$ cat src/design/crcu_pkg.sv
// package for the checksum calculator: register map, fields, polynomials, timing
package crcu_pkg;
    // register byte offsets
    localparam logic [11:0] CRCU_CTRL_OFS = 12'h000;
    localparam logic [11:0] CRCU_SEED_OFS = 12'h004;
    localparam logic [11:0] CRCU_CSUM_OFS = 12'h008;
    localparam logic [11:0] CRCU_DATA_OFS = 12'h00c;
    localparam logic [11:0] CRCU_STAT_OFS = 12'h010;
    // control fields
    localparam int CRCU_POLY_LSB = 0;
    localparam int CRCU_DCMP_BIT = 2;
    localparam int CRCU_DBYT_BIT = 3;
    localparam int CRCU_DBIT_BIT = 4;
    localparam int CRCU_SCMP_BIT = 5;
    localparam int CRCU_SBYT_BIT = 6;
    localparam int CRCU_SBIT_BIT = 7;
    localparam int CRCU_SIZE_LSB = 8;
    localparam logic [31:0] CRCU_CTRL_MASK = 32'h0000_03ff;
    localparam logic [31:0] CRCU_CTRL_RST = 32'h0000_0200;
    localparam logic [31:0] CRCU_SEED_RST = 32'h0000_0000;
    // polynomial selection codes
    typedef enum logic [1:0] {
        CRCU_POLY_STD16 = 2'h0,
        CRCU_POLY_TEL16 = 2'h1,
        CRCU_POLY_ETH32 = 2'h2
    } crcu_poly_t;
    // input unit size codes
    typedef enum logic [1:0] {
        CRCU_SIZE_BYTE = 2'h0,
        CRCU_SIZE_HALF = 2'h1,
        CRCU_SIZE_WORD = 2'h2
    } crcu_size_t;
    localparam logic [31:0] CRCU_POLY16_STD = 32'h0000_8005;
    localparam logic [31:0] CRCU_POLY16_TEL = 32'h0000_1021;
    localparam logic [31:0] CRCU_POLY32_ETH = 32'h04c1_1db7;
    localparam logic [31:0] CRCU_MASK16 = 32'h0000_ffff;
    // one byte is absorbed per clock
    localparam int CRCU_BYTE_BITS = 8;
    localparam logic [2:0] CRCU_BYTES_BYTE = 3'h1;
    localparam logic [2:0] CRCU_BYTES_HALF = 3'h2;
    localparam logic [2:0] CRCU_BYTES_WORD = 3'h4;
endpackage

$ cat src/design/crcu_top.sv
// bus-attached crc16/crc32 checksum calculator with apb register access
// How it works
// - the standard 16-bit code folds data with generator 0x8005.
// - the telecom 16-bit code folds data with generator 0x1021.
// - the 32-bit code folds data with the ethernet generator 0x04c11db7.
// - complement, byte reversal and bit reversal are each selectable on data and on checksum.
// - data writes of one, two or four bytes are folded according to the chosen size.
// - a seed write loads the accumulator, and folding starts from that value.
// - a byte write is absorbed in one clock and a word write in four clocks.
// - the checksum reads back 16 bits wide in 16-bit modes and 32 bits in 32-bit mode.
//
// Design decisions made here: the APB interface to the registers and the address map.
`timescale 1ns/1ps
`default_nettype none
module crcu_top
    import crcu_pkg::*;
(
    input wire logic pclk,           // 125 MHz bus clock
    input wire logic presetn,        // async reset, active low
    input wire logic psel,           // apb select
    input wire logic penable,        // apb access phase
    input wire logic pwrite,         // apb direction
    input wire logic [11:0] paddr,   // apb byte address
    input wire logic [31:0] pwdata,  // apb write data
    input wire logic [3:0] pstrb,    // apb byte strobes
    output logic pready,             // apb ready
    output logic [31:0] prdata,      // apb read data
    output logic pslverr             // apb error
);
    import crcu_pkg::*;

    typedef enum logic {CRCU_IDLE, CRCU_BUSY} crcu_state_t;

    logic [31:0] ctrl;
    logic [31:0] crc;
    logic [31:0] shreg;
    logic [2:0] left;
    crcu_state_t state;
    logic [31:0] poly;
    logic wide;
    logic [31:0] dsh;
    logic [2:0] nbytes;
    logic [31:0] step_out;
    logic [31:0] csum;
    logic setup;
    logic access;
    logic hit;
    logic [31:0] bmask;
    crcu_size_t size;

    // byte lanes written under the strobes
    always_comb begin
        for (int b = 0; b < 4; b++) begin
            bmask[b*8 +: 8] = {8{pstrb[b]}};
        end
    end

    assign size = crcu_size_t'(ctrl[CRCU_SIZE_LSB +: 2]);
    assign wide = (ctrl[CRCU_POLY_LSB +: 2] == CRCU_POLY_ETH32);

    // generator select
    always_comb begin
        unique case (ctrl[CRCU_POLY_LSB +: 2])
            CRCU_POLY_STD16: poly = CRCU_POLY16_STD;
            CRCU_POLY_TEL16: poly = CRCU_POLY16_TEL;
            CRCU_POLY_ETH32: poly = CRCU_POLY32_ETH;
            default: poly = CRCU_POLY16_STD;
        endcase
    end

    // size of the written unit
    always_comb begin
        unique case (size)
            CRCU_SIZE_BYTE: nbytes = CRCU_BYTES_BYTE;
            CRCU_SIZE_HALF: nbytes = CRCU_BYTES_HALF;
            default: nbytes = CRCU_BYTES_WORD;
        endcase
    end

    // data pre-processing: complement, then byte order, then bit order per byte;
    // the unit sits in the low bits and is left-aligned so bytes go out msb first
    always_comb begin
        logic [31:0] d;
        d = pwdata;
        if (ctrl[CRCU_DCMP_BIT]) begin
            d = ~d;
        end
        if (ctrl[CRCU_DBYT_BIT]) begin
            unique case (size)
                CRCU_SIZE_BYTE: d = d;
                CRCU_SIZE_HALF: d = {16'h0000, d[7:0], d[15:8]};
                default: d = {d[7:0], d[15:8], d[23:16], d[31:24]};
            endcase
        end
        if (ctrl[CRCU_DBIT_BIT]) begin
            for (int b = 0; b < 4; b++) begin
                d[b*8 +: 8] = {<<{d[b*8 +: 8]}};
            end
        end
        unique case (size)
            CRCU_SIZE_BYTE: dsh = {d[7:0], 24'h000000};
            CRCU_SIZE_HALF: dsh = {d[15:0], 16'h0000};
            default: dsh = d;
        endcase
    end

    crcu_byte_step u_step (
        .crc_in(crc),
        .data(shreg[31:24]),
        .poly(poly),
        .wide(wide),
        .crc_out(step_out)
    );

    assign setup = psel && !penable;
    assign access = psel && penable;
    assign hit = (paddr == CRCU_CTRL_OFS) || (paddr == CRCU_SEED_OFS)
        || (paddr == CRCU_CSUM_OFS) || (paddr == CRCU_DATA_OFS)
        || (paddr == CRCU_STAT_OFS);

    // a data write while busy waits, so back-to-back word writes land five clocks apart
    assign pready = !(state == CRCU_BUSY && pwrite && paddr == CRCU_DATA_OFS);
    assign pslverr = access && !hit;

    // control register
    always_ff @(posedge pclk or negedge presetn) begin
        if (!presetn) begin
            ctrl <= CRCU_CTRL_RST;
        end else if (access && pready && pwrite && paddr == CRCU_CTRL_OFS) begin
            ctrl <= ((ctrl & ~bmask) | (pwdata & bmask)) & CRCU_CTRL_MASK;
        end
    end

    // accumulator: seed load, or one byte folded per clock
    always_ff @(posedge pclk or negedge presetn) begin
        if (!presetn) begin
            crc <= CRCU_SEED_RST;
        end else if (access && pwrite && paddr == CRCU_SEED_OFS) begin
            crc <= wide ? pwdata : (pwdata & CRCU_MASK16);
        end else if (state == CRCU_BUSY) begin
            crc <= step_out;
        end
    end

    // byte sequencer for the unit in flight
    always_ff @(posedge pclk or negedge presetn) begin
        if (!presetn) begin
            state <= CRCU_IDLE;
            shreg <= 32'h0000_0000;
            left <= 3'h0;
        end else begin
            unique case (state)
                CRCU_IDLE: begin
                    if (access && pwrite && paddr == CRCU_DATA_OFS) begin
                        shreg <= dsh;
                        left <= nbytes;
                        state <= CRCU_BUSY;
                    end
                end
                CRCU_BUSY: begin
                    shreg <= {shreg[23:0], 8'h00};
                    left <= left - 3'h1;
                    if (left == 3'h1) begin
                        state <= CRCU_IDLE;
                    end
                end
            endcase
        end
    end

    // checksum post-processing on the read path
    always_comb begin
        logic [31:0] c;
        c = crc;
        if (ctrl[CRCU_SBIT_BIT]) begin
            // streaming kept as a plain assignment source; a select on it is not portable
            if (wide) begin
                c = {<<{crc}};
            end else begin
                c[15:0] = {<<{crc[15:0]}};
                c[31:16] = 16'h0000;
            end
        end
        if (ctrl[CRCU_SBYT_BIT]) begin
            c = wide ? {c[7:0], c[15:8], c[23:16], c[31:24]}
                : {16'h0000, c[7:0], c[15:8]};
        end
        if (ctrl[CRCU_SCMP_BIT]) begin
            c = ~c;
        end
        csum = wide ? c : (c & CRCU_MASK16);
    end

    // read data is registered in the setup cycle
    always_ff @(posedge pclk or negedge presetn) begin
        if (!presetn) begin
            prdata <= 32'h0000_0000;
        end else if (setup && !pwrite) begin
            unique case (paddr)
                CRCU_CTRL_OFS: prdata <= ctrl;
                CRCU_SEED_OFS: prdata <= crc;
                CRCU_CSUM_OFS: prdata <= csum;
                CRCU_STAT_OFS: prdata <= {31'h0, state == CRCU_BUSY};
                default: prdata <= 32'h0000_0000;
            endcase
        end
    end
endmodule // crcu_top
`default_nettype wire

$ cat src/design/crcu_byte_step.sv
// combinational fold of one byte into the running remainder
`timescale 1ns/1ps
`default_nettype none
module crcu_byte_step (
    input wire logic [31:0] crc_in,  // running remainder
    input wire logic [7:0] data,     // byte, msb first
    input wire logic [31:0] poly,    // generator without top bit
    input wire logic wide,           // 1 = 32-bit remainder
    output logic [31:0] crc_out      // updated remainder
);
    // bit-serial unroll; the top bit position moves with the width
    always_comb begin
        logic [31:0] c;
        logic top;
        c = crc_in;
        top = 1'b0;
        for (int i = 7; i >= 0; i--) begin
            top = (wide ? c[31] : c[15]) ^ data[i];
            c = {c[30:0], 1'b0};
            if (top) begin
                c = c ^ poly;
            end
            if (!wide) begin
                c[31:16] = 16'h0000;
            end
        end
        crc_out = c;
    end
endmodule // crcu_byte_step
`default_nettype wire

$ cat config.mk
export PLATFORM = sky130hd
export DESIGN_NAME = crcu_top
export DESIGN_NICKNAME = d
export VERILOG_FILES = /design/src/design/crcu_pkg.sv /design/src/design/crcu_top.sv /design/src/design/crcu_byte_step.sv
export SDC_FILE = /design/constraint.sdc
export NUM_CORES = 1
export LEC_CHECK = 0
export ABC_AREA = 0
export BUFFER_PORTS_ARGS = -buffer_cell sky130_fd_sc_hd__buf_2
export CORE_AREA = 2 2 158 160
export DETAILED_ROUTE_END_ITERATION = 8
export DIE_AREA = 0 0 160 162
export PLACE_DENSITY = 0.65
export SLEW_MARGIN = 40
export SYNTH_ARGS = -nofsm -noshare
export SYNTH_HDL_FRONTEND = slang
export SYNTH_SLANG_ARGS = --single-unit
$ cat constraint.sdc
create_clock -name pclk -period 4.4 [get_ports pclk]
set_input_delay 0.22 -clock pclk [delete_from_list [all_inputs] [get_ports pclk]]
set_output_delay 0.22 -clock pclk [all_outputs]
set_load 0.05 [all_outputs]
==> results.ini, run 1 <==
[yosys]
synth-seq-cells=110
yosys.area.top_type=dfrtp_1
ys_async_sr_fraction_pct=100
synth_flop_cell=dfrtp_1
synth_edf_count=0
avgSynthCellArea_um2=7.82
synthDistinctLibCells=82
yosysWarnings=0
syn_inst=1320
syn_nets=1378
netlist.area_leader.share_pct=26.4
yosysSeqAreaShare_pct=26.7
synth_area_leaders=dfrtp_1 26%, xnor2_1 6.5%, o21ai_0 6.3%
syn-cell-area_um2=10300

[power_and_ir_drop]
leakage_uw=0.00496
p_per_area_nw_per_um2=266
peakVddDrop_v=0.000208

[setup_path]
end_kind=flop
critPathTopFamily=simple AND/OR/NAND/NOR gates
worstPathArrival_ps=4530
critPathSlowestCell=nor4_4
cp_num_buf_inv=4
worstSetupPathType=reg2reg
ff2ff_path_depth=18
cp.required_ps=4690
cpPeakStageDelay_ps=490
critPathMaxFanout=7
start_kind=flop
path_depth=18
cp_cell_sequence=ha_4, inv_2, or3_1, a31oi_1, xor2_1, buf_4, or2_4, and3_4, o32ai_2, buf_4, nor4_4, a311o_1, nor4_4, nor2_4, buf_6, xnor2_1, a211o_1, nand3_1

[cells_and_area]
seqCellArea_um2=2770
fin_util_pct=49.8
fillers=2399
multi_input_area_um2=7290
area_growth_pct=16.2
drive_gt1_share_pct=21.1
finalNetCount=1439
antenna_cells=0

[status]
status=finished clean

[sta]
setup_viol=0
whs_ps=201
final_hold_viol_count=0
worst_pin_slew_ps=844
post-route-min-period_ps=4240
skew_ps=15.2
finalMaxSlewViolations=0
fmax_ghz=0.236
max_slew_margin_pct=43.5
finalCritPeriodShare_pct=96.3

[cts]
cts_tree=yes
cts_htree_levels=3
cts.sinks=110
clockRootBuffer=clkbuf_16
clock_latency_ps=360
cts.path.max_buffers=2
clk_pin_slew_ps=70
numCtsBuffers=9

[worst_hold_path]
hp-class=in2reg
hold_path_depth=3

[global_routing]
antenna_found_initial=0
grt_pass1_vias=9628
grt_max_degree=64
grt_overflow=0
grt_pass1_wl_um=55200
grt_use_total_pct=27.1

[detailed_routing]
drt-wirelength-per-cell_um=20.9
via_count=10511
drtIter0Drc=1087
ant_nets=0
dr.pass1.iters=5
totalWireLength_um=35700
drc=0
vias_per_cell=6.15

[die]
dieArea_um2=25900
die_x_um=160
ios=87
core_area_um2=24100
num_rows=57
initial_core_util_pct=42.8
die_h_um=162

[placement]
gp_congestion=0.928
portBuffers=84
dpl.hpwl_um=26300

[job]
maxCapViolCount=0

==> sequential cells by signal, indices dropped and copies added, names as in the netlist, named ones only <==
name,count
crc,32
state,1
prdata,32
left,3
shreg,32
==> kinds of logic after synthesis <==
family / synth area share [%]
AOI/OAI and AO/OA: 26.4
and+or+nand+nor: 18.1
buffers and inverters: 5.82
xor gates and xnor gates: 13.7
DFF: 26.7
muxes: 8.59
adders and majority gates: 0.703
==> cell usage in the layout (no fill, tap or decap), drive strengths merged, types with 12 or more instances in the layout <==
| cell | netlist | layout |
|---|---|---|
| buf | 31 | 180 |
| nand2 | 160 | 160 |
| o21ai | 132 | 132 |
| nor2 | 118 | 118 |
| dfrtp | 109 | 109 |
| a21oi | 105 | 105 |
| xnor2 | 78 | 78 |
| xor2 | 58 | 58 |
| mux2i | 56 | 56 |
| a22oi | 44 | 44 |
| nand3 | 41 | 41 |
| a221oi | 23 | 23 |
| mux2 | 21 | 21 |
| inv | 17 | 19 |
| o221ai | 18 | 18 |
| a221o | 18 | 18 |
| o22ai | 14 | 14 |
| a22o | 12 | 12 |
| nor3 | 12 | 12 |
==> worst min-delay path: stages <==
cell and delay, ps:
buf_2 150, nand2_1 70, o21ai_0 70
==> final cells by class <==
class | count | area share, %
clock inverter | 6 | 0.667
inverter | 19 | 0.594
clock buffer | 10 | 1.91
tap | 324 | 3.38
multi-input combinational | 1060 | 60.7
timing repair buffer | 181 | 9.70
sequential | 110 | 23.1
==> metal layers <==
| metal | vias up | GRT usage, % | wire, um |
|---|---|---|---|
| li1 | 4884 | - | - |
| met1 | 4981 | 37.0 | 14900 |
| met2 | 544 | 42.4 | 16100 |
| met3 | 102 | 3.93 | 2990 |
| met4 | 0 | 12.8 | 1790 |
| met5 | - | 0 | 0 |
==> synthesized netlist by cell type, types with 7 or more instances <==
master and instances:
a21oi_1 105, a221o_1 18, a221oi_1 23, a22o_1 12, a22oi_1 44, a31oi_1 8, and2_1 10, buf_1 22
clkbuf_1 100, dfrtp_1 109, inv_1 17, mux2_2 21, mux2i_1 56, nand2_1 159, nand2b_1 7, nand3_1 40
nand4_1 8, nor2_1 117, nor3_1 12, nor3b_1 8, o21ai_0 129, o221ai_1 18, o22ai_1 14, xnor2_1 77
xnor3_1 7, xor2_1 56
==> path summary, 6_finish.rpt <==
| kind | start | end | slack, ps |
|---|---|---|---|
| worst max-delay path | flop | crc[7] | 160 |
| min in group asynchronous | presetn | prdata[12] | 350 |
| worst max register to register | flop | crc[7] | 160 |
| worst min register to register | prdata[5] | prdata[5] | 470 |
| worst min-delay path | pwdata[3] | crc[3] | 200 |
| max in group asynchronous | presetn | shreg[31] | 3000 |
==> power by group <==
group / internal [uW] / switching, uW
sequential: 1030 / 37.6
combinational: 592 / 672
clock: 454 / 404
==> repair_timing <==
action	in CTS	in global routing
gates resized for setup	1	58
endpoints found under the setup margin	8	20
pin swaps	0	25
hold buffers	1	0
setup buffers	0	14
endpoints found under the hold margin	28	0
==> stage by stage <==
stage	setup TNS, ps	instances	worst slack [ps]	cell area (um2)	total power [uW]
global placement	-9.09	1679	-9.09	11300	2190
CTS	0	1696	3.73	11600	3080
detailed placement	-256	1679	-84.9	11300	2210
floorplan	0	1320	9.62	10300	1820
global route	-47.2	1710	-43.5	12000	3340
finish	0	1710	161	12000	3190
Note: power is estimated with default switching activity, not from simulation.
==> run 2: changes to the inputs <==
--- a/config.mk
+++ b/config.mk
@@ -10,7 +10,8 @@
 export CORE_AREA = 2 2 158 160
 export DETAILED_ROUTE_END_ITERATION = 8
 export DIE_AREA = 0 0 160 162
-export PLACE_DENSITY = 0.65
+export PLACE_DENSITY = 0.62
+export SETUP_SLACK_MARGIN = 0.1
 export SLEW_MARGIN = 40
 export SYNTH_ARGS = -nofsm -noshare
 export SYNTH_HDL_FRONTEND = slang
==> constraint.sdc (replaced) <==
create_clock -name pclk -period 4 [get_ports pclk]
set_input_delay 0.2 -clock pclk [delete_from_list [all_inputs] [get_ports pclk]]
set_output_delay 0.2 -clock pclk [all_outputs]
set_load 0.05 [all_outputs]
==> results.ini, run 2 (synthesis gave the netlist of run 1 again) <==
[status]
status=complete, but fails checks
violations=setup timing

[die]
die_x_um=160
dieArea_um2=25900
core_area_um2=24100
num_rows=57
ios=87
die_h_um=162
initial_core_util_pct=42.8

[worst_hold_path]
hp-class=in2reg
min-delay-start=pwdata[0]
hold_end=crc[0]
hold_path_depth=3

[sta]
worst_slack_ps=-337
finalCritPeriodShare_pct=108
max_slew_margin_pct=45.0
final_hold_viol_count=0
rsz0062_at_grt=true
skew_ps=13.9
fin_tns_setup_ps=-4110
worst_pin_slew_ps=821
fmax_ghz=0.231
post-route-min-period_ps=4340
finalMaxSlewViolations=0
setup_viol=21

[cts]
cts.sinks=110
clock_latency_ps=360
cts_htree_levels=3
numCtsBuffers=9
cts_tree=yes
clk_pin_slew_ps=80
clockRootBuffer=clkbuf_16
cts.path.max_buffers=2

[global_routing]
antenna_found_initial=0
grt_pass1_vias=9965
grt_use_total_pct=28.6
grt_overflow=0
grt_pass1_wl_um=58100
grt_max_degree=64

[setup_path]
cp_cell_sequence=inv_2, ha_4, inv_2, or3_1, a31oi_2, xor2_1, buf_4, a21oi_2, or3_4, o32ai_4, nor3_4, a311o_1, nor4_4, nor3_2, xnor2_1, a21oi_1, mux2_2
cpPeakStageDelay_ps=480
ff2ff_path_depth=17
worstReg2RegEnd=crc[1]
end_kind=flop
r2r_slack_ps=-340
critPathTopFamily=simple AND/OR/NAND/NOR gates
cp_common_cell=inv_2
critPathMaxFanout=4
worstPathArrival_ps=4580
cp.required_ps=4250
path_depth=17
cp_num_buf_inv=3
critPathSlowestCell=nor4_4
worstSetupPathType=reg2reg
start_kind=flop

[placement]
dp_cells=1714
portBuffers=84
dpl.hpwl_um=27800
gp_congestion=0.955

[cells_and_area]
final_common_cell=nand2_1
finalNetCount=1488
drive_gt1_share_pct=27.5
fillers=2304
largestRegisters=crc (32), prdata (32), shreg (32)
fin_util_pct=53.6
fin_cells=1759
area_growth_pct=25.2
final_cell_mix=155 x nand2_1, 127 x buf_4, 111 x o21ai_0
antenna_cells=0

[detailed_routing]
dr.pass1.iters=6
totalWireLength_um=38400
vias_per_cell=6.21
drc=0
via_count=10927
ant_nets=0
drt-wirelength-per-cell_um=21.8
drtIter0Drc=1043

[power_and_ir_drop]
p_per_area_nw_per_um2=303
leakage_uw=0.00538
peakVddDrop_v=0.000233

[job]
maxCapViolCount=0

## run 2: changes by cell type in the layout (fill, tap and decap cells not counted), moves of 5 or more
cell,change
xnor2_2,+6
buf_4,+33
o21ai_0,-16
xnor2_1,-9
buf_6,+13
o21ai_1,+13
a21oi_2,+5
a21oi_1,-5
## run 2: through the flow
| stage | cell area, um2 | total power [uW] | worst slack (ps) | hold slack [ps] |
|---|---|---|---|---|
| after CTS | 12500 | 3700 | -213 | 158 |
| after global routing | 12900 | 4060 | -421 | 185 |
| after detailed placement | 11800 | 2580 | -299 | 348 |
| final | 12900 | 3920 | -337 | 167 |
| after global placement | 11700 | 2570 | -184 | 344 |
| after floorplan | 10600 | 2070 | -148 | -95.6 |
## run 2: layout make-up
type	instances	area [um2]	area share, %
clock buffer	11	243	1.88
clock inverter	5	42.5	0.329
inverter	19	71.3	0.552
multi-input combinational	1060	7780	60.2
sequential	110	2770	21.4
tap	324	405	3.14
timing repair buffer	230	1620	12.5
## run 2: worst register-to-register path, stage by stage, from the launching register on
cell and delay [ps]:
dfrtp_1 370, inv_2 60, ha_4 270, inv_2 30
or3_1 350, a31oi_2 160, xor2_1 280, buf_4 210
a21oi_2 30, or3_4 430, o32ai_4 200, nor3_4 100
a311o_1 450, nor4_4 480, nor3_2 90, xnor2_1 310
a21oi_1 120, mux2_2 280
## run 2: metal layers
metal / share of wire (%) / track usage [%]
met4: 4.9 / 12.3
met3: 7.8 / 4.62
met5: 0 / 0
met2: 46 / 45.4
met1: 42 / 38.8
## run 2: worst max-delay path by stage
stage,startpoint,endpoint
global placement,flop,crc[10]
floorplan,flop,crc[23]
global route,flop,crc[23]
CTS,flop,crc[10]
detailed placement,flop,crc[10]
finish,flop,crc[1]
## run 2: what timing repair did
action,CTS,global route
hold buffers,1,0
pin swaps,39,41
gates resized for setup,63,63
endpoints found under the setup margin,22,28
gates cloned,0,0
endpoints found under the hold margin,60,0
buffers inserted,15,15
## run 2: power by group
group | switching [uW] | internal [uW]
sequential | 44.5 | 1130
clock | 445 | 449
combinational | 912 | 936
